`src/inc/fan_cfg_pkg.sv`:
```
package fan_cfg_pkg;
	// register indices; byte address is four times the index
	localparam logic [7:0] IDX_SRC_MODE = 8'h96;
	localparam logic [7:0] IDX_HYS = 8'h98;
	localparam logic [7:0] IDX_RATE = 8'h9b;
	localparam logic [7:0] IDX_START_STOP = 8'h9c;
	localparam logic [7:0] IDX_PON = 8'h9e;
	localparam logic [7:0] IDX_BANK = 8'h9f;
	localparam logic [7:0] IDX_CNT_HI = 8'ha0;
	localparam logic [7:0] IDX_CNT_LO = 8'ha1;
	localparam logic [7:0] IDX_EXP_HI = 8'ha2;
	localparam logic [7:0] IDX_EXP_LO = 8'ha3;
	localparam logic [7:0] IDX_FULL_HI = 8'ha4;
	localparam logic [7:0] IDX_FULL_LO = 8'ha5;
	localparam int ADDR_W = 10;
	localparam int IDX_LSB = 2;
	// reset values
	localparam logic [2:0] RST_SRC = 3'h0;
	localparam logic [3:0] RST_MODE = 4'h5;
	localparam logic [7:0] RST_HYS = 8'h44;
	localparam logic [3:0] RST_RATE = 4'h5;
	localparam logic [7:0] RST_THR = 8'h55;
	localparam logic [7:0] RST_PON = 8'h66;
	localparam logic [15:0] RST_CNT = 16'h0fff;
	localparam logic [15:0] RST_EXP = 16'h0001;
	localparam logic [15:0] RST_FULL = 16'h03ff;
	// field positions
	localparam int BANK_BIT = 7;
	localparam int SLOW_BIT = 6;
	localparam int DIRECT_BIT = 6;
	localparam int START_SHIFT = 3;
	localparam int STOP_SHIFT = 2;
	localparam int SEG_FRAC_SHIFT = 5;
	localparam logic [7:0] DUTY_FULL = 8'hff;
	localparam logic [15:0] CNT_MAX = 16'hffff;
	localparam logic [1:0] RESP_OKAY = 2'b00;
	localparam logic [1:0] RESP_SLVERR = 2'b10;
	typedef enum logic [1:0] {
		MODE_AUTO_RPM = 2'b00,
		MODE_AUTO_DUTY = 2'b01,
		MODE_MAN_RPM = 2'b10,
		MODE_MAN_DUTY = 2'b11
	} fan_mode_t;
	typedef enum logic [2:0] {
		SRC_EXT = 3'b000,
		SRC_ONE = 3'b001,
		SRC_TWO_A = 3'b010,
		SRC_TWO_B = 3'b011,
		SRC_CPU = 3'b100,
		SRC_PCH = 3'b101,
		SRC_MCH = 3'b110,
		SRC_MAX = 3'b111
	} src_sel_t;
	// timing
	localparam int CLK_HZ = 40_000_000;
	localparam int RATE_HZ_2 = 2;
	localparam int RATE_HZ_5 = 5;
	localparam int RATE_HZ_10 = 10;
	localparam int RATE_HZ_20 = 20;
	localparam int BASE_TICK_CYC = CLK_HZ / RATE_HZ_20;
	localparam int SUB_WRAP = RATE_HZ_20;
	localparam int RATE_DIV_2 = RATE_HZ_20 / RATE_HZ_2;
	localparam int RATE_DIV_5 = RATE_HZ_20 / RATE_HZ_5;
	localparam int RATE_DIV_10 = RATE_HZ_20 / RATE_HZ_10;
	localparam int PWM_HZ = 25_000;
	localparam int PWM_STEP_CYC = CLK_HZ / (PWM_HZ * 255);
	localparam int TACH_TICK_NS = 10_000;
	localparam int CLK_PERIOD_NS = 25;
	localparam int TACH_TICK_CYC = TACH_TICK_NS / CLK_PERIOD_NS;
	localparam int SLOW_FACTOR = 4;
	typedef struct packed {
		logic [7:0] ext;
		logic [7:0] one;
		logic [7:0] two;
		logic [7:0] cpu;
		logic [7:0] pch;
		logic [7:0] mch;
		logic [7:0] maxv;
	} temp_set_t;
	typedef struct packed {
		logic [7:0] boundary;
		logic [7:0] above;
		logic [7:0] below;
	} seg_cfg_t;
endpackage : fan_cfg_pkg

```
`src/logic/fan_duty_control_config.sv`:
```
`timescale 1ns/1ps
// Notes on behaviour
// - three-bit selector picks fan one temperature
// - adjust_temp_source_select selector only with bank set
// - four-bit hysteresis per fan, reset four
// - segment up above boundary, down below minus hysteresis
// - bank zero 9Bh: up ramp rates
// - bank one 9Bh: down ramp rates
// - direct bit jumps duty to target
// - start jumps duty from zero to threshold times eight
// - slowing duty below threshold times four becomes zero
// - duty loaded from power-on register after reset
// - bit 7 of 9Fh selects bank
// - bit 6 of 9Fh selects slow tach monitor
// - reading count high latches count low
// - full-speed count uses same latching
// - expected high byte, hardware-updated in auto rpm mode only
// - expected low or duty, read-only in auto
// - duty N gives N/255 output
// - two-bit mode field per fan; only fan one's field steers its duty, fan two's is stored only
module fan_duty_control_config #(
	parameter int BASE_TICK_CYCLES = fan_cfg_pkg::BASE_TICK_CYC
) (
	// clock and reset
	input wire logic aclk,
	input wire logic aresetn,
	// axi4-lite slave
	input wire logic [fan_cfg_pkg::ADDR_W-1:0] s_axi_awaddr,
	input wire logic s_axi_awvalid,
	output logic s_axi_awready,
	input wire logic [31:0] s_axi_wdata,
	input wire logic [3:0] s_axi_wstrb,
	input wire logic s_axi_wvalid,
	output logic s_axi_wready,
	output logic [1:0] s_axi_bresp,
	output logic s_axi_bvalid,
	input wire logic s_axi_bready,
	input wire logic [fan_cfg_pkg::ADDR_W-1:0] s_axi_araddr,
	input wire logic s_axi_arvalid,
	output logic s_axi_arready,
	output logic [31:0] s_axi_rdata,
	output logic [1:0] s_axi_rresp,
	output logic s_axi_rvalid,
	input wire logic s_axi_rready,
	// temperatures and segment settings
	input wire fan_cfg_pkg::temp_set_t temps,
	input wire logic [7:0] temp_fan_two,
	input wire fan_cfg_pkg::seg_cfg_t seg_one,
	input wire fan_cfg_pkg::seg_cfg_t seg_two,
	// fan side
	input wire logic tach_one,
	output logic drive_output_one,
	output logic drive_output_two,
	output logic [7:0] duty_one,
	output logic [7:0] duty_two
);
	import fan_cfg_pkg::*;

	// timers
	logic [23:0] base_r, base_nxt;
	logic [4:0] sub_r, sub_nxt;
	logic [7:0] pwm_pre_r, pwm_pre_nxt, pwm_cnt_r, pwm_cnt_nxt;
	logic base_tick, pwm_step;

	always_comb
	begin
		base_nxt = base_r + 24'h000001;
		sub_nxt = sub_r;
		base_tick = 1'b0;
		if (base_r == 24'(BASE_TICK_CYCLES - 1))
		begin
			base_nxt = '0;
			base_tick = 1'b1;
			sub_nxt = (sub_r == 5'(SUB_WRAP - 1)) ? 5'h00 : sub_r + 5'h01;
		end
		pwm_step = (pwm_pre_r == 8'(PWM_STEP_CYC - 1));
		pwm_pre_nxt = pwm_step ? 8'h00 : pwm_pre_r + 8'h01;
		pwm_cnt_nxt = pwm_cnt_r;
		if (pwm_step)
			pwm_cnt_nxt = (pwm_cnt_r == DUTY_FULL - 8'h01) ? 8'h00 : pwm_cnt_r + 8'h01;
	end

	always_ff @(posedge aclk)
	begin
		if (!aresetn)
		begin
			base_r <= '0;
			sub_r <= '0;
			pwm_pre_r <= '0;
			pwm_cnt_r <= '0;
		end
		else
		begin
			base_r <= base_nxt;
			sub_r <= sub_nxt;
			pwm_pre_r <= pwm_pre_nxt;
			pwm_cnt_r <= pwm_cnt_nxt;
		end
	end

	// true on the base ticks that belong to the selected update rate
	function automatic logic rate_hit(input logic [1:0] code, input logic [4:0] sub);
		unique case (code)
			2'b00: rate_hit = (sub % 5'(RATE_DIV_2)) == 5'h00;
			2'b01: rate_hit = (sub % 5'(RATE_DIV_5)) == 5'h00;
			2'b10: rate_hit = (sub % 5'(RATE_DIV_10)) == 5'h00;
			2'b11: rate_hit = 1'b1;
		endcase
	endfunction : rate_hit

	// tachometer period count in prescaled ticks
	logic [15:0] tach_cnt_r, tach_cnt_nxt, tach_val_r, tach_val_nxt;
	logic [10:0] tach_pre_r, tach_pre_nxt;
	logic tach_prev_r, slow_r;
	logic tach_tick;

	always_comb
	begin
		tach_tick = slow_r ? (tach_pre_r == 11'(TACH_TICK_CYC * SLOW_FACTOR - 1))
			: (tach_pre_r == 11'(TACH_TICK_CYC - 1));
		tach_pre_nxt = tach_tick ? 11'h000 : tach_pre_r + 11'h001;
		tach_cnt_nxt = tach_cnt_r;
		tach_val_nxt = tach_val_r;
		if (tach_tick && tach_cnt_r != CNT_MAX)
			tach_cnt_nxt = tach_cnt_r + 16'h0001;
		if (tach_one && !tach_prev_r)
		begin
			tach_val_nxt = tach_cnt_r;
			tach_cnt_nxt = '0;
		end
		else if (tach_cnt_r == CNT_MAX)
			tach_val_nxt = CNT_MAX;
	end

	always_ff @(posedge aclk)
	begin
		if (!aresetn)
		begin
			tach_pre_r <= '0;
			tach_cnt_r <= '0;
			tach_val_r <= RST_CNT;
			tach_prev_r <= 1'b0;
		end
		else
		begin
			tach_pre_r <= tach_pre_nxt;
			tach_cnt_r <= tach_cnt_nxt;
			tach_val_r <= tach_val_nxt;
			tach_prev_r <= tach_one;
		end
	end

	// registers and bus
	logic [2:0] src_sel_r, src_sel_nxt;
	logic [3:0] mode_r, mode_nxt, up_rate_r, up_rate_nxt, down_rate_r, down_rate_nxt;
	logic [7:0] hys_r, hys_nxt, thr_r, thr_nxt, pon_r, pon_nxt;
	logic direct_r, direct_nxt, bank_r, bank_nxt, slow_nxt;
	logic [15:0] exp_r, exp_nxt, full_r, full_nxt, exp_auto;
	logic [7:0] cnt_lo_latch_r, cnt_lo_latch_nxt, full_lo_latch_r, full_lo_latch_nxt;
	logic bvalid_r, bvalid_nxt, rvalid_r, rvalid_nxt;
	logic [1:0] bresp_r, bresp_nxt, rresp_r, rresp_nxt;
	logic [31:0] rdata_r, rdata_nxt;
	logic wr_take, rd_take;
	logic [7:0] widx, ridx, wbyte, segv [2];
	logic [23:0] full_scaled;
	fan_mode_t mode_one;

	function automatic logic is_mapped(input logic [7:0] idx);
		is_mapped = idx inside {IDX_SRC_MODE, IDX_HYS, IDX_RATE, IDX_START_STOP, IDX_PON,
			IDX_BANK, IDX_CNT_HI, IDX_CNT_LO, IDX_EXP_HI, IDX_EXP_LO, IDX_FULL_HI,
			IDX_FULL_LO};
	endfunction : is_mapped

	assign mode_one = fan_mode_t'(mode_r[1:0]);
	// write address and data are taken together; the master holds both meanwhile
	assign s_axi_awready = s_axi_awvalid && s_axi_wvalid && !bvalid_r;
	assign s_axi_wready = s_axi_awready;
	assign s_axi_arready = !rvalid_r;
	assign wr_take = s_axi_awready;
	assign rd_take = s_axi_arvalid && !rvalid_r;
	assign widx = s_axi_awaddr[ADDR_W-1:IDX_LSB];
	assign ridx = s_axi_araddr[ADDR_W-1:IDX_LSB];
	assign wbyte = s_axi_wdata[7:0];
	// expected count grows with the fraction coded in the segment value
	assign full_scaled = 24'(full_r) * 24'(segv[0]);
	assign exp_auto = full_r + full_scaled[SEG_FRAC_SHIFT +: 16];

	always_comb
	begin
		src_sel_nxt = src_sel_r;
		mode_nxt = mode_r;
		hys_nxt = hys_r;
		up_rate_nxt = up_rate_r;
		down_rate_nxt = down_rate_r;
		direct_nxt = direct_r;
		thr_nxt = thr_r;
		pon_nxt = pon_r;
		bank_nxt = bank_r;
		slow_nxt = slow_r;
		exp_nxt = exp_r;
		full_nxt = full_r;
		cnt_lo_latch_nxt = cnt_lo_latch_r;
		full_lo_latch_nxt = full_lo_latch_r;
		bvalid_nxt = bvalid_r && !s_axi_bready;
		bresp_nxt = bresp_r;
		rvalid_nxt = rvalid_r && !s_axi_rready;
		rresp_nxt = rresp_r;
		rdata_nxt = rdata_r;
		if (wr_take)
		begin
			bvalid_nxt = 1'b1;
			bresp_nxt = is_mapped(widx) ? RESP_OKAY : RESP_SLVERR;
			if (s_axi_wstrb[0])
			begin
				unique case (widx)
					IDX_SRC_MODE:
						if (bank_r)
							src_sel_nxt = wbyte[2:0];
						else
							mode_nxt = wbyte[3:0];
					IDX_HYS: hys_nxt = wbyte;
					IDX_RATE:
						if (bank_r)
						begin
							direct_nxt = wbyte[DIRECT_BIT];
							down_rate_nxt = wbyte[3:0];
						end
						else
							up_rate_nxt = wbyte[3:0];
					IDX_START_STOP: thr_nxt = wbyte;
					IDX_PON: pon_nxt = wbyte;
					IDX_BANK:
					begin
						bank_nxt = wbyte[BANK_BIT];
						slow_nxt = wbyte[SLOW_BIT];
					end
					IDX_EXP_HI:
						if (mode_r[1])
							exp_nxt[15:8] = wbyte;
					IDX_EXP_LO:
						if (mode_r[1])
							exp_nxt[7:0] = wbyte;
					IDX_FULL_HI: full_nxt[15:8] = wbyte;
					IDX_FULL_LO: full_nxt[7:0] = wbyte;
					default: ;
				endcase
			end
		end
		// in automatic modes hardware owns the expected value
		if (mode_one == MODE_AUTO_RPM)
			exp_nxt = exp_auto;
		else if (mode_one == MODE_AUTO_DUTY)
			exp_nxt[7:0] = segv[0];
		if (rd_take)
		begin
			rvalid_nxt = 1'b1;
			rresp_nxt = is_mapped(ridx) ? RESP_OKAY : RESP_SLVERR;
			rdata_nxt = '0;
			unique case (ridx)
				IDX_SRC_MODE: rdata_nxt[3:0] = bank_r ? {1'b0, src_sel_r} : mode_r;
				IDX_HYS: rdata_nxt[7:0] = hys_r;
				IDX_RATE: rdata_nxt[7:0] = bank_r ? {1'b0, direct_r, 2'b00, down_rate_r}
					: {4'h0, up_rate_r};
				IDX_START_STOP: rdata_nxt[7:0] = thr_r;
				IDX_PON: rdata_nxt[7:0] = pon_r;
				IDX_BANK: rdata_nxt[7:0] = {bank_r, slow_r, 6'h00};
				IDX_CNT_HI:
				begin
					rdata_nxt[7:0] = tach_val_r[15:8];
					cnt_lo_latch_nxt = tach_val_r[7:0];
				end
				IDX_CNT_LO: rdata_nxt[7:0] = cnt_lo_latch_r;
				IDX_EXP_HI: rdata_nxt[7:0] = exp_r[15:8];
				IDX_EXP_LO: rdata_nxt[7:0] = exp_r[7:0];
				IDX_FULL_HI:
				begin
					rdata_nxt[7:0] = full_r[15:8];
					full_lo_latch_nxt = full_r[7:0];
				end
				IDX_FULL_LO: rdata_nxt[7:0] = full_lo_latch_r;
				default: ;
			endcase
		end
	end

	always_ff @(posedge aclk)
	begin
		if (!aresetn)
		begin
			src_sel_r <= RST_SRC;
			mode_r <= RST_MODE;
			hys_r <= RST_HYS;
			up_rate_r <= RST_RATE;
			down_rate_r <= RST_RATE;
			direct_r <= 1'b0;
			thr_r <= RST_THR;
			pon_r <= RST_PON;
			bank_r <= 1'b0;
			slow_r <= 1'b0;
			exp_r <= RST_EXP;
			full_r <= RST_FULL;
			cnt_lo_latch_r <= RST_CNT[7:0];
			full_lo_latch_r <= RST_FULL[7:0];
			bvalid_r <= 1'b0;
			bresp_r <= RESP_OKAY;
			rvalid_r <= 1'b0;
			rresp_r <= RESP_OKAY;
			rdata_r <= '0;
		end
		else
		begin
			src_sel_r <= src_sel_nxt;
			mode_r <= mode_nxt;
			hys_r <= hys_nxt;
			up_rate_r <= up_rate_nxt;
			down_rate_r <= down_rate_nxt;
			direct_r <= direct_nxt;
			thr_r <= thr_nxt;
			pon_r <= pon_nxt;
			bank_r <= bank_nxt;
			slow_r <= slow_nxt;
			exp_r <= exp_nxt;
			full_r <= full_nxt;
			cnt_lo_latch_r <= cnt_lo_latch_nxt;
			full_lo_latch_r <= full_lo_latch_nxt;
			bvalid_r <= bvalid_nxt;
			bresp_r <= bresp_nxt;
			rvalid_r <= rvalid_nxt;
			rresp_r <= rresp_nxt;
			rdata_r <= rdata_nxt;
		end
	end

	assign s_axi_bvalid = bvalid_r;
	assign s_axi_bresp = bresp_r;
	assign s_axi_rvalid = rvalid_r;
	assign s_axi_rresp = rresp_r;
	assign s_axi_rdata = rdata_r;

	// fan control
	logic [7:0] duty_r [2], duty_nxt [2], tgt [2], temp_sel [2];
	logic seg_hi_r [2], seg_hi_nxt [2], drive_r [2], drive_nxt [2];
	logic init_r, init_nxt;
	seg_cfg_t seg [2];

	assign seg[0] = seg_one;
	assign seg[1] = seg_two;

	always_comb
	begin
		temp_sel[1] = temp_fan_two;
		unique case (src_sel_t'(src_sel_r))
			SRC_EXT: temp_sel[0] = temps.ext;
			SRC_ONE: temp_sel[0] = temps.one;
			SRC_TWO_A, SRC_TWO_B: temp_sel[0] = temps.two;
			SRC_CPU: temp_sel[0] = temps.cpu;
			SRC_PCH: temp_sel[0] = temps.pch;
			SRC_MCH: temp_sel[0] = temps.mch;
			SRC_MAX: temp_sel[0] = temps.maxv;
		endcase
	end

	always_comb
	begin
		logic [8:0] t9, b9, low9;
		logic [3:0] hys, thr;
		logic [1:0] up, dn;
		t9 = '0;
		b9 = '0;
		low9 = '0;
		hys = '0;
		thr = '0;
		up = '0;
		dn = '0;
		init_nxt = 1'b1;
		for (int i = 0; i < 2; i++)
		begin
			hys = hys_r[4*i +: 4];
			thr = thr_r[4*i +: 4];
			up = up_rate_r[2*i +: 2];
			dn = down_rate_r[2*i +: 2];
			t9 = {temp_sel[i][7], temp_sel[i]};
			b9 = {seg[i].boundary[7], seg[i].boundary};
			low9 = b9 - {5'h00, hys};
			seg_hi_nxt[i] = seg_hi_r[i];
			if (!seg_hi_r[i] && $signed(t9) > $signed(b9))
				seg_hi_nxt[i] = 1'b1;
			else if (seg_hi_r[i] && $signed(t9) < $signed(low9))
				seg_hi_nxt[i] = 1'b0;
			segv[i] = seg_hi_r[i] ? seg[i].above : seg[i].below;
			tgt[i] = segv[i];
			// fan two has no expected-count registers, so it follows segment duty
			if (i == 0 && mode_r[0] == 1'b0)
				tgt[i] = (tach_val_r > exp_r) ? DUTY_FULL
					: (tach_val_r < exp_r) ? 8'h00 : duty_r[i];
			else if (i == 0 && mode_one == MODE_MAN_DUTY)
				tgt[i] = exp_r[7:0];
			duty_nxt[i] = duty_r[i];
			if (!init_r)
				duty_nxt[i] = pon_r;
			else if (direct_r)
				duty_nxt[i] = tgt[i];
			else if (tgt[i] > duty_r[i] && base_tick && rate_hit(up, sub_r))
				duty_nxt[i] = (duty_r[i] == 8'h00) ? 8'({thr, 3'b000})
					: duty_r[i] + 8'h01;
			else if (tgt[i] < duty_r[i] && base_tick && rate_hit(dn, sub_r))
				duty_nxt[i] = duty_r[i] - 8'h01;
			if (init_r && duty_nxt[i] < duty_r[i] && duty_nxt[i] < 8'({thr, 2'b00}))
				duty_nxt[i] = 8'h00;
			drive_nxt[i] = pwm_cnt_r < duty_r[i];
		end
	end

	always_ff @(posedge aclk)
	begin
		if (!aresetn)
		begin
			init_r <= 1'b0;
			for (int i = 0; i < 2; i++)
			begin
				duty_r[i] <= '0;
				seg_hi_r[i] <= 1'b0;
				drive_r[i] <= 1'b0;
			end
		end
		else
		begin
			init_r <= init_nxt;
			for (int i = 0; i < 2; i++)
			begin
				duty_r[i] <= duty_nxt[i];
				seg_hi_r[i] <= seg_hi_nxt[i];
				drive_r[i] <= drive_nxt[i];
			end
		end
	end

	assign duty_one = duty_r[0];
	assign duty_two = duty_r[1];
	assign drive_output_one = drive_r[0];
	assign drive_output_two = drive_r[1];

	AST_PON_LOAD: assert property (@(posedge aclk) disable iff (!aresetn)
		!init_r |=> duty_r[0] == $past(pon_r) && duty_r[1] == $past(pon_r))
		else $error("duty not loaded from power-on value");
	AST_DIRECT: assert property (@(posedge aclk) disable iff (!aresetn)
		init_r && direct_r && tgt[0] >= 8'({thr_r[3:0], 2'b00}) |=> duty_r[0] == $past(tgt[0]))
		else $error("direct update did not reach target");
	AST_START_JUMP: assert property (@(posedge aclk) disable iff (!aresetn)
		init_r && !direct_r && duty_r[0] == 8'h00 ##1 duty_r[0] != 8'h00
		|-> duty_r[0] == 8'({$past(thr_r[3:0]), 3'b000}))
		else $error("start did not jump to threshold times eight");
	AST_STOP_FLOOR: assert property (@(posedge aclk) disable iff (!aresetn)
		init_r && $past(init_r) && duty_r[1] < $past(duty_r[1])
		|-> duty_r[1] == 8'h00 || duty_r[1] >= 8'({$past(thr_r[7:4]), 2'b00}))
		else $error("slowing duty left below stop threshold");
	AST_RAMP_STEP: assert property (@(posedge aclk) disable iff (!aresetn)
		init_r && !direct_r && !base_tick |=> $stable(duty_r[0]))
		else $error("duty moved without a rate tick");
	AST_CNT_LATCH: assert property (@(posedge aclk) disable iff (!aresetn)
		rd_take && ridx == IDX_CNT_HI ##1 !rd_take
		##1 rd_take && ridx == IDX_CNT_LO ##1 1'b1
		|-> s_axi_rdata[7:0] == $past(tach_val_r[7:0], 3))
		else $error("count low byte not latched by high read");
	AST_BANK_GATE: assert property (@(posedge aclk) disable iff (!aresetn)
		wr_take && widx == IDX_SRC_MODE && !bank_r |=> $stable(src_sel_r))
		else $error("source selector written with bank clear");
	AST_AUTO_RO: assert property (@(posedge aclk) disable iff (!aresetn)
		wr_take && widx == IDX_EXP_LO && mode_one == MODE_AUTO_DUTY
		|=> exp_r[7:0] == $past(segv[0]))
		else $error("software wrote expected low in auto mode");
	AST_FULL_DUTY: assert property (@(posedge aclk) disable iff (!aresetn)
		duty_r[0] == DUTY_FULL [*2] |-> drive_r[0])
		else $error("full duty did not drive continuously");
	AST_SEG_UP: assert property (@(posedge aclk) disable iff (!aresetn)
		!seg_hi_r[0] && $signed({temp_sel[0][7], temp_sel[0]})
		> $signed({seg_one.boundary[7], seg_one.boundary}) |=> seg_hi_r[0])
		else $error("segment did not rise above boundary");
endmodule : fan_duty_control_config

```
`config.mk`:
```
export PLATFORM = sky130hd
export DESIGN_NAME = fan_duty_control_config
export DESIGN_NICKNAME = d
export VERILOG_FILES = /design/src/inc/fan_cfg_pkg.sv /design/src/logic/fan_duty_control_config.sv
export SDC_FILE = /design/constraint.sdc
export NUM_CORES = 1
export LEC_CHECK = 0
export BUFFER_PORTS_ARGS = -buffer_cell sky130_fd_sc_hd__buf_4
export CAP_MARGIN = 10
export CORE_ASPECT_RATIO = 0.8
export CORE_MARGIN = 4
export CORE_UTILIZATION = 35
export CTS_CLUSTER_SIZE = 10
export DETAILED_ROUTE_END_ITERATION = 16
export GPL_TIMING_DRIVEN = 1
export PLACE_DENSITY_LB_ADDON = 0.12
export SYNTH_ARGS = -nofsm -noshare
export SYNTH_HDL_FRONTEND = slang
export SYNTH_SLANG_ARGS = --single-unit
```
`constraint.sdc`:
```
create_clock -name aclk -period 20.7 [get_ports aclk]
set_input_delay 3.105 -clock aclk [delete_from_list [all_inputs] [get_ports aclk]]
set_output_delay 3.105 -clock aclk [all_outputs]
set_load 0.05 [all_outputs]
```
==> results.md, run 1 <==
* Gr ovfl total at 0
* Final min period at 9.66 ns
* YS warnings at 0
* Post-synth EDFFs at 0
* Number of global-route vias before repair at 16596
* Setup Buffers After CTS at 0
* RSZ-0062 raised after global routing: false
* Ratio of cells with drive above 1 in the final layout at 11.4%
* Critical path endpoint category: register
* Final Hold Vio Count at 0
* Largest cells by area after synthesis: dfxtp_1 (23%), ha_1 (12%), fa_1 (9.1%)
* Die W at 266 um
* Clock Pin Slew Worst Setup and Hold Paths at 0.06 ns
* Synth Flop Type: dfxtp_1
* Commonest cells post-synth: nor2_1 (258), nand2_1 (250), dfxtp_1 (212)
* Most used cell, CP: fa_1
* Cell Area, Synth at 18600 um2
* Ys async rst share at 0%
* Top cell type's share of synthesized area at 22.9%
* Crit path DAT at 10.10 ns
* Die area at 56800 um2
* IO Count at 235
* Layout net count at 2856
* Leak at 9.36 nW
* Row cnt at 75
* Avg Inst Size Synth at 8.03 um2
* Status: completed
* FMAX at 0.104 GHz
* Final Setup Violations at 0
* Leading area contributor after synthesis: dfxtp_1
* Routability cong. at 0.910
* Initial antenna violation count at 2
* Startpoint types: primary input
* Layout area overhead at 14.1%
* Period utilization at 46.7%
* DRT antenna net count at 0
* First-pass GRT wire length at 95200 um
* CP max-delay cell: a221oi_1
* Most common cell in the netlist: nor2_1
* Setup Skew at 0.0142 ns
* DR pass1 iterations at 5
* H-tree depth at 1
* Final Instance Area at 21200 um2
* CP delay by family, top: adder cells
* CTS tree: done
* Hold/Removal Path Class: register to register
* Crit-path max FO at 17
* DR WL/cell at 19.5 um
* Drc violations at 0
* Worst Max-Slew Pin Slew at 1.14 ns
* Iter 0 DRT Violations at 1420
* Slew Limit Fails at 0
* Synth unique cells at 91
* IO buf count at 177
* Worst path required time at 21.14 ns
* Drt total wl at 61100 um
* Via-to-Cell Ratio at 5.42
* Total Routing Usage GR at 20.8%
* Cell area power density at 128 nW/um2
* Relative slew margins at 23.8%
* Max-cap check violation count at 0
* Routed vias at 16922
* Max incr delay on CP at 0.54 ns
* Initial core utilization at 35.4%
* Register area share after synthesis at 22.9%
* Maximum VDD drop at 256 uV
* CTS Root Buffer Type: clkbuf_16
* Cts hold-fix bufs at 0
* Worst-case clock buffer depth at 3
* Cts repair resizes at 0
* Clk Latency, worst-skew pair at 0.54 ns
* Largest net degree at the start of global routing at 70
* Crit Path Class: primary input to register
* Hpwl dp at 46800 um
* Area after DPL at 20400 um2
* Syn Inst Count at 2313
* Setup TNS at 0 ns
* Die Ht at 214 um
* Yosys reg bits at 212
* Worst Path Buf+Inv at 4
* Num CTS Buffers at 26
* CTS sink cnt at 212
* Placeable core area at 52500 um2
## per-stage QoR
stage	total power [mW]	utilization (%)	std cells	worst slack, ns	hold WS, ns
3_3_place_gp	2.23	38.8	3089	10.55	0.438
5_1_grt	3.02	40.4	3124	10.37	0.477
3_5_place_dp	2.26	38.8	3089	10.48	0.441
2_1_floorplan	1.90	-	2338	11.12	0.418
4_1_cts	2.73	40.4	3124	11.01	0.454
6_report	2.71	40.4	3125	11.04	0.446
## power by group
part           total [mW]  switching, mW  leakage [nW]  internal [mW]
combinational        1.84           1.02          7.24          0.817
sequential          0.431         0.0137          1.72          0.417
clock               0.445          0.177         0.397          0.268
total                2.71           1.21          9.36           1.50
## cell families (layout without fill, tap and decap cells)
| family | Yosys count | count (layout) | synth area share (%) |
|---|---|---|---|
| AO/OA/AOI/OAI | 415 | 415 | 14.9 |
| XOR/XNOR | 98 | 98 | 4.62 |
| adder cells (fa/ha/maj) | 256 | 256 | 20.6 |
| buffers and inverters | 320 | 413 | 7.01 |
| flip-flops | 212 | 212 | 22.9 |
| multiplexers | 110 | 110 | 6.47 |
| other | 1 | 27 | 0.0202 |
| AND/OR/NAND/NOR | 901 | 901 | 23.5 |
## path summary, 6_finish.rpt
path,endpoint,slack (ns),cells after the start,from
max,exp_r[15],11.04,27,seg_one[14]
min,tach_pre_r[0],0.45,1,tach_pre_r[0]
max reg2reg,exp_r[15],12.89,26,seg_hi_r[0][0]
min reg2reg,tach_pre_r[0],0.45,1,tach_pre_r[0]
## cells in the final DEF, fill, tap and decap left out, types with 83 or more instances in the layout
cell / Yosys / layout
dfxtp_1: 212 / 212
nand2_1: 250 / 250
a21oi_1: 110 / 110
fa_1: 84 / 84
nand3_1: 83 / 83
mux2i_1: 83 / 83
inv_1: 184 / 184
ha_1: 172 / 172
nor2_1: 258 / 258
buf_4: 27 / 191
## flip-flops by register name, summed over array words and instances (netlist names), 3 cells and up
register,cells
base_r,24
cnt_lo_latch_r,8
down_rate_r,4
duty_r,16
exp_r,16
full_lo_latch_r,8
full_r,16
hys_r,8
mode_r,4
pon_r,8
pwm_cnt_r,8
pwm_pre_r,8
s_axi_rdata,8
src_sel_r,3
sub_r,5
tach_cnt_r,16
tach_pre_r,11
tach_val_r,16
thr_r,8
up_rate_r,4
## worst register-to-register path: stages, from the launching register on
cell and delay [ns]:
dfxtp_1 0.68, mux2_2 0.63, nand2_1 0.16, fa_1 0.53
inv_1 0.06, fa_1 0.53, inv_1 0.05, fa_1 0.53
inv_1 0.05, fa_1 0.49, ha_1 0.36, and3_1 0.20
a221oi_1 0.45, a21oi_1 0.19, o21a_1 0.23, o21a_1 0.20
o21ai_0 0.15, nor2b_1 0.18, xnor2_1 0.15, ha_1 0.32
or2_2 0.31, a21oi_1 0.14, a31oi_1 0.10, a221oi_1 0.54
a2111o_1 0.18, o31ai_1 0.06, nor4_1 0.26
## cell type report
| cell class | count | area (um2) |
|---|---|---|
| antenna | 1 | 2.50 |
| multi-input combinational | 1806 | 13100 |
| clock inverter | 1 | 30.0 |
| tap | 693 | 867 |
| inverter | 187 | 702 |
| timing repair buffer | 191 | 1430 |
| sequential | 212 | 4240 |
| clock buffer | 34 | 772 |
| fill | 5385 | 31300 |
## layer usage
| layer | up-vias | global-route usage, % | wire (um) |
|---|---|---|---|
| met5 | - | 0 | 40 |
| met4 | 4 | 3.40 | 935 |
| met3 | 66 | 4.14 | 4950 |
| met2 | 550 | 30.9 | 25000 |
| met1 | 8156 | 31.8 | 30200 |
| li1 | 8146 | - | - |
Note: power is estimated with default switching activity, not from simulation.
==> run 2: changes to the inputs <==
--- a/config.mk
+++ b/config.mk
@@ -5,6 +5,7 @@
 export SDC_FILE = /design/constraint.sdc
 export NUM_CORES = 1
 export LEC_CHECK = 0
+export ABC_AREA = 1
 export BUFFER_PORTS_ARGS = -buffer_cell sky130_fd_sc_hd__buf_4
 export CAP_MARGIN = 10
 export CORE_ASPECT_RATIO = 0.8
==> constraint.sdc (replaced) <==
create_clock -name aclk -period 8.6 [get_ports aclk]
set_input_delay 1.29 -clock aclk [delete_from_list [all_inputs] [get_ports aclk]]
set_output_delay 1.29 -clock aclk [all_outputs]
set_load 0.05 [all_outputs]
==> run 2 against run 1 <==
Compared with the run above:
- sequential power up 140%
- sequential share of layout area down 0.052 points
- design area up 0.26%
- register-to-register slack worse by 12 ns
- final cell count up 12%
- via count up 6.3%
- critical path depth unchanged
- flip-flop and latch count unchanged
- area after synthesis down 0.41%
- critical endpoint is now exp_r[14]
- largest power group unchanged
==> results.md, run 2 <==
* Commonest non-fill, non-tap cell in the layout: nand2_1
* Most common cell in the netlist: nand2_1
* Maximum VDD drop at 1010 uV
* Initial core utilization at 35.3%
* YS warnings at 0
* Flop2flop setup slack at 1.16 ns
* Synth unique cells at 68
* Ys async rst share at 0%
* DR WL/cell at 17.9 um
* Setup Skew at 0.0146 ns
* Placeable core area at 52400 um2
* Final Setup Violations at 0
* Hold/Removal Path Class: register to register
* Die area at 56600 um2
* Filler cell count at 5562
* Via-to-Cell Ratio at 5.16
* Post-synth EDFFs at 0
* R2R depth at 27
* Cell area power density at 371 nW/um2
* Reg2Reg Capture Point: exp_r[14]
* Crit-path max FO at 11
* Register area share after synthesis at 22.9%
* Initial antenna violation count at 1
* Drc violations at 0
* Die Ht at 214 um
* Final min period at 7.44 ns
* CTS sink cnt at 212
* Crit Path Class: register to register
* Final Hold Vio Count at 0
* Top cell type's share of synthesized area at 22.9%
* Leading area contributor after synthesis: dfxtp_1
* Status: completed
* RSZ-0062 raised after global routing: false
* Ratio of cells with drive above 1 in the final layout at 11.2%
* CP max-delay cell: dfxtp_1
* FMAX at 0.134 GHz
* Startpoint types: register
* Period utilization at 86.5%
* Die W at 265 um
* Largest cells by area after synthesis: dfxtp_1 (23%), ha_1 (12%), nand2_1 (9.6%)
* IO buf count at 177
* Commonest cells post-synth: nand2_1 (475), inv_1 (444), nor2_1 (239)
* Number of flip-flops in the largest register at 24
* Iter 0 DRT Violations at 1220
* Worst Max-Slew Pin Slew at 1.05 ns
* Clock Pin Slew Worst Setup and Hold Paths at 0.06 ns
* Layout net count at 3217
* Slew Limit Fails at 0
* Max incr delay on CP at 0.69 ns
* Routability cong. at 0.930
* Critical path endpoint category: register
* Leak at 10.1 nW
* Crit path DAT at 7.84 ns
* IO Count at 235
* Total Routing Usage GR at 21.6%
* Row cnt at 75
* Avg Inst Size Synth at 7.05 um2
* Number of global-route vias before repair at 17590
* Worst r2r src: seg_hi_r[0][0]
* Synth Flop Type: dfxtp_1
* Setup Buffers After CTS at 0
* Max-cap check violation count at 0
* Relative slew margins at 29.8%
* Syn Inst Count at 2622
* First-pass GRT wire length at 97800 um
* Largest Register: base_r
* Cts hold-fix bufs at 0
* CTS Root Buffer Type: clkbuf_16
* Worst path required time at 9.00 ns
* DRT antenna net count at 0
* Yosys reg bits at 212
* Crit path launch: seg_hi_r[0][0]
* Cell Area, Synth at 18500 um2
* Commonest non-fill, non-tap cells in the layout: nand2_1 (475), inv_1 (444), nor2_1 (239)
* Routed vias at 17984
* Num CTS Buffers at 26
* Worst Path Buf+Inv at 5
* CTS tree: done
* Worst-case clock buffer depth at 3
* Cts repair resizes at 0
* Drt total wl at 62400 um
* Setup TNS at 0 ns
* Layout area overhead at 14.8%
* Worst Hold End: base_r[0]
* Worst hold margin at 0.445 ns
* CP delay by family, top: adder cells
* Clk Latency, worst-skew pair at 0.55 ns
* Hpwl dp at 50600 um
* Gr ovfl total at 0
* Critical hold path startpoint: base_r[0]
* DR pass1 iterations at 5
* Worst hold stages at 1
* H-tree depth at 1
* Largest net degree at the start of global routing at 65
-- run 2: per-layer routing --
layer | vias to the layer above | part of all wire, % | global-route usage [%]
li1 | 8911 | - | -
met1 | 8508 | 48 | 30.5
met2 | 483 | 44 | 35.1
met3 | 82 | 5.6 | 3.37
met4 | 0 | 2.5 | 5.04
met5 | - | 0 | 0
-- run 2: layout make-up --
cell class	instances	area, um2	share of cell area [%]
Sequential cell	212	4240	20.0
Clock inverter	2	35.0	0.165
Antenna cell	1	2.50	0.0118
Multi-Input combinational cell	1898	12200	57.5
Timing Repair Buffer	187	1400	6.61
Clock buffer	34	742	3.49
Tap cell	693	867	4.08
Inverter	460	1730	8.13
-- run 2: worst max path at each step --
stage,endpoint,slack (ns),cells after the start
5_1_grt,exp_r[12],0.58,26
3_3_place_gp,exp_r[14],0.91,27
3_5_place_dp,exp_r[15],0.82,27
6_report,exp_r[14],1.16,27
2_1_floorplan,exp_r[15],1.75,27
4_1_cts,exp_r[15],1.21,27
-- run 2: logic make-up (layout without fill, tap and decap cells) --
family	after synthesis	after routing	share of synthesized area [%]
AND/OR/NAND/NOR	1002	1002	24.1
adder cells (fa/ha/maj)	256	256	20.7
buffers and inverters	537	683	11.5
other	1	27	0.0203
flip-flops	212	212	22.9
multiplexers	1	1	0.0541
XOR/XNOR	63	63	2.98
AO/OA/AOI/OAI	550	550	17.7
-- run 2: worst register-to-register path, delay by kind of cell, from the launching register on --
kind,cells,cell delay [ns]
adder cells (fa/ha/maj),6,2.58
AO/OA/AOI/OAI,12,2.18
AND/OR/NAND/NOR,3,0.88
buffers and inverters,5,0.82
flip-flops,1,0.69
XOR/XNOR,1,0.16
-- run 2: power by group --
group,switching [mW],internal [mW],total (mW),leakage [nW]
logic,3.53,2.26,5.79,7.98
clock network,0.433,0.622,1.05,0.383
registers,0.0357,1.01,1.04,1.72
-- run 2: through the flow --
step / util (%) / cell area, um2 / power [mW] / std cells / worst slack [ns]
6_report: 40.6 / 21200 / 7.88 / 3487 / 1.16
5_1_grt: 40.6 / 21200 / 8.81 / 3487 / 0.580
4_1_cts: 40.6 / 21200 / 7.92 / 3486 / 1.21
3_5_place_dp: 39.1 / 20500 / 6.83 / 3450 / 0.822
3_3_place_gp: 39.1 / 20500 / 6.77 / 3450 / 0.911
2_1_floorplan: - / 18600 / 5.53 / 2647 / 1.75
==> run 3: changes to the inputs <==
--- a/config.mk
+++ b/config.mk
@@ -5,7 +5,7 @@
 export SDC_FILE = /design/constraint.sdc
 export NUM_CORES = 1
 export LEC_CHECK = 0
-export ABC_AREA = 1
+export ABC_AREA = 0
 export BUFFER_PORTS_ARGS = -buffer_cell sky130_fd_sc_hd__buf_4
 export CAP_MARGIN = 10
 export CORE_ASPECT_RATIO = 0.8
@@ -15,6 +15,7 @@
 export DETAILED_ROUTE_END_ITERATION = 16
 export GPL_TIMING_DRIVEN = 1
 export PLACE_DENSITY_LB_ADDON = 0.12
+export SLEW_MARGIN = 30
 export SYNTH_ARGS = -nofsm -noshare
 export SYNTH_HDL_FRONTEND = slang
 export SYNTH_SLANG_ARGS = --single-unit
==> constraint.sdc (replaced) <==
create_clock -name aclk -period 8.76 [get_ports aclk]
set_input_delay 1.314 -clock aclk [delete_from_list [all_inputs] [get_ports aclk]]
set_output_delay 1.314 -clock aclk [all_outputs]
set_load 0.05 [all_outputs]
==> run 3 against run 2 <==
Compared with the run above:
- combinational power decreased by 25%
- critical path depth unchanged
- first-iteration DRC count is 14% higher
- core utilization is 0.20 points lower
- sequential share of layout area up 0.067 points
- register-to-register slack lost 0.13 ns
- wire length down 1.3%
- clock power hardly changed
- flip-flop and latch count unchanged
- setup slack worse by 0.20 ns
- design area is 0.31% lower
- non-clock buffer count increased by 6
- largest power group unchanged
==> results.md, run 3 (same netlist as run 1, synthesis figures left out) <==
* Max-cap check violation count at 0
* IO Count at 235
* Placeable core area at 52500 um2
* Gr ovfl total at 0
* Initial core utilization at 35.4%
* Total Routing Usage GR at 21.0%
* Commonest non-fill, non-tap cell in the layout: nor2_1
* Die Ht at 214 um
* Clock Pin Slew Worst Setup and Hold Paths at 0.06 ns
* Setup Buffers After CTS at 0
* Routability cong. at 0.898
* Relative slew margins at 33.3%
* Largest net degree at the start of global routing at 69
* Iter 0 DRT Violations at 1385
* Num CTS Buffers at 26
* Maximum VDD drop at 620 uV
* Layout area overhead at 14.0%
* Final Setup Violations at 0
* Die area at 56800 um2
* # diodes at 0
* CTS sink cnt at 212
* Number of flip-flops in the largest register at 24
* Critical path endpoint category: register
* Row cnt at 75
* FMAX at 0.128 GHz
* Crit Path Class: primary input to register
* Max incr delay on CP at 0.56 ns
* DR pass1 iterations at 6
* CTS tree: done
* Ratio of cells with drive above 1 in the final layout at 11.4%
* Cts repair resizes at 0
* R2R depth at 26
* Final min period at 7.80 ns
* Period utilization at 89.0%
* Setup Skew at 0.0151 ns
* Slew Limit Fails at 0
* Largest Register: base_r
* Crit-path max FO at 16
* RSZ-0062 raised after global routing: false
* Cts hold-fix bufs at 0
* H-tree depth at 1
* Hpwl dp at 47300 um
* IO buf count at 177
* Reg2Reg Capture Point: exp_r[15]
* Worst-case clock buffer depth at 3
* Cell area power density at 302 nW/um2
* Die W at 266 um
* Routed vias at 16883
* First-pass GRT wire length at 95900 um
* PnR worst setup slack at 0.964 ns
* Worst Max-Slew Pin Slew at 0.987 ns
* Drc violations at 0
* Via-to-Cell Ratio at 5.40
* Most used cell, CP: fa_1
* Clk Latency, worst-skew pair at 0.54 ns
* Layout net count at 2858
* Drt total wl at 61600 um
* Final core utilization at 40.4%
* Worst Hold End: tach_pre_r[0]
* Commonest non-fill, non-tap cells in the layout: nor2_1 (258), nand2_1 (250), dfxtp_1 (211)
* Setup TNS at 0 ns
* CTS Root Buffer Type: clkbuf_16
* Leak at 9.36 nW
* Number of global-route vias before repair at 16386
* Worst r2r src: seg_hi_r[0][0]
* Worst Path Buf+Inv at 4
* Flop2flop setup slack at 1.03 ns
* Final Hold Vio Count at 0
* DRT antenna net count at 0
* Critical hold path startpoint: tach_pre_r[0]
* Worst path required time at 9.21 ns
* DR WL/cell at 19.7 um
* Initial antenna violation count at 1
* CP delay by family, top: adder cells
* Startpoint types: primary input
* Hold/Removal Path Class: register to register
* Dpl ws at 0.418 ns
* Crit path DAT at 8.25 ns
* Status: completed
* Worst hold stages at 1
* CP max-delay cell: fa_1
-- run 3: power breakdown --
part           total, mW  internal [mW]  switching, mW
combinational       4.35           1.93           2.41
sequential          1.02          0.985         0.0329
clock               1.03          0.606          0.423
total               6.39           3.53           2.87
-- run 3: worst reg2reg max path, stage by stage (launching register included) --
cell      delay [ns]
dfxtp_1         0.67
mux2_2          0.56
nand2_1         0.16
fa_1            0.56
inv_1           0.05
fa_1            0.50
fa_1            0.54
inv_1           0.05
fa_1            0.53
inv_1           0.04
ha_1            0.33
and3_1          0.22
a221oi_1        0.48
a21oi_1         0.19
o21a_1          0.23
o21a_1          0.20
o21ai_0         0.12
nor2b_1         0.19
xnor2_1         0.14
ha_1            0.31
or2_2           0.32
a21oi_1         0.15
a31oi_1         0.11
a221oi_1        0.54
a2111o_1        0.17
o31ai_1         0.06
nor4_1          0.25
-- run 3: stage by stage --
stage | cell area [um2] | hold WS, ns | power, mW | instances
after floorplan | 18700 | 0.418 | 4.49 | 2338
after global placement | 20400 | 0.433 | 5.28 | 3091
after detailed placement | 20400 | 0.442 | 5.33 | 3091
after CTS | 21200 | 0.450 | 6.41 | 3126
after global routing | 21200 | 0.472 | 7.04 | 3126
final | 21200 | 0.445 | 6.39 | 3126
-- run 3: worst max-delay path by stage --
| stage | from | to | depth (start not counted) |
|---|---|---|---|
| global placement | seg_one[15] | exp_r[15] | 27 |
| detailed placement | seg_one[15] | exp_r[15] | 27 |
| global route | seg_hi_r[0][0] | exp_r[15] | 26 |
| finish | seg_one[15] | exp_r[15] | 27 |
| CTS | seg_one[15] | exp_r[15] | 27 |
| floorplan | seg_one[12] | exp_r[15] | 26 |
-- run 3: layer usage --
layer	routed length (um)	vias up	track usage, %
li1	-	8152	-
met1	30800	8139	32.7
met2	25400	539	30.8
met3	4580	51	3.60
met4	800	2	2.83
met5	12	-	0
-- run 3: area by class of cell --
class / instances / area [um2]
clock buffers: 31 / 691
clock inverters: 4 / 70.1
fillers: 5358 / 31300
inverters: 187 / 702
multi-input cells: 1806 / 13100
flip-flops and latches: 212 / 4250
well taps: 693 / 867
repair buffers: 193 / 1450
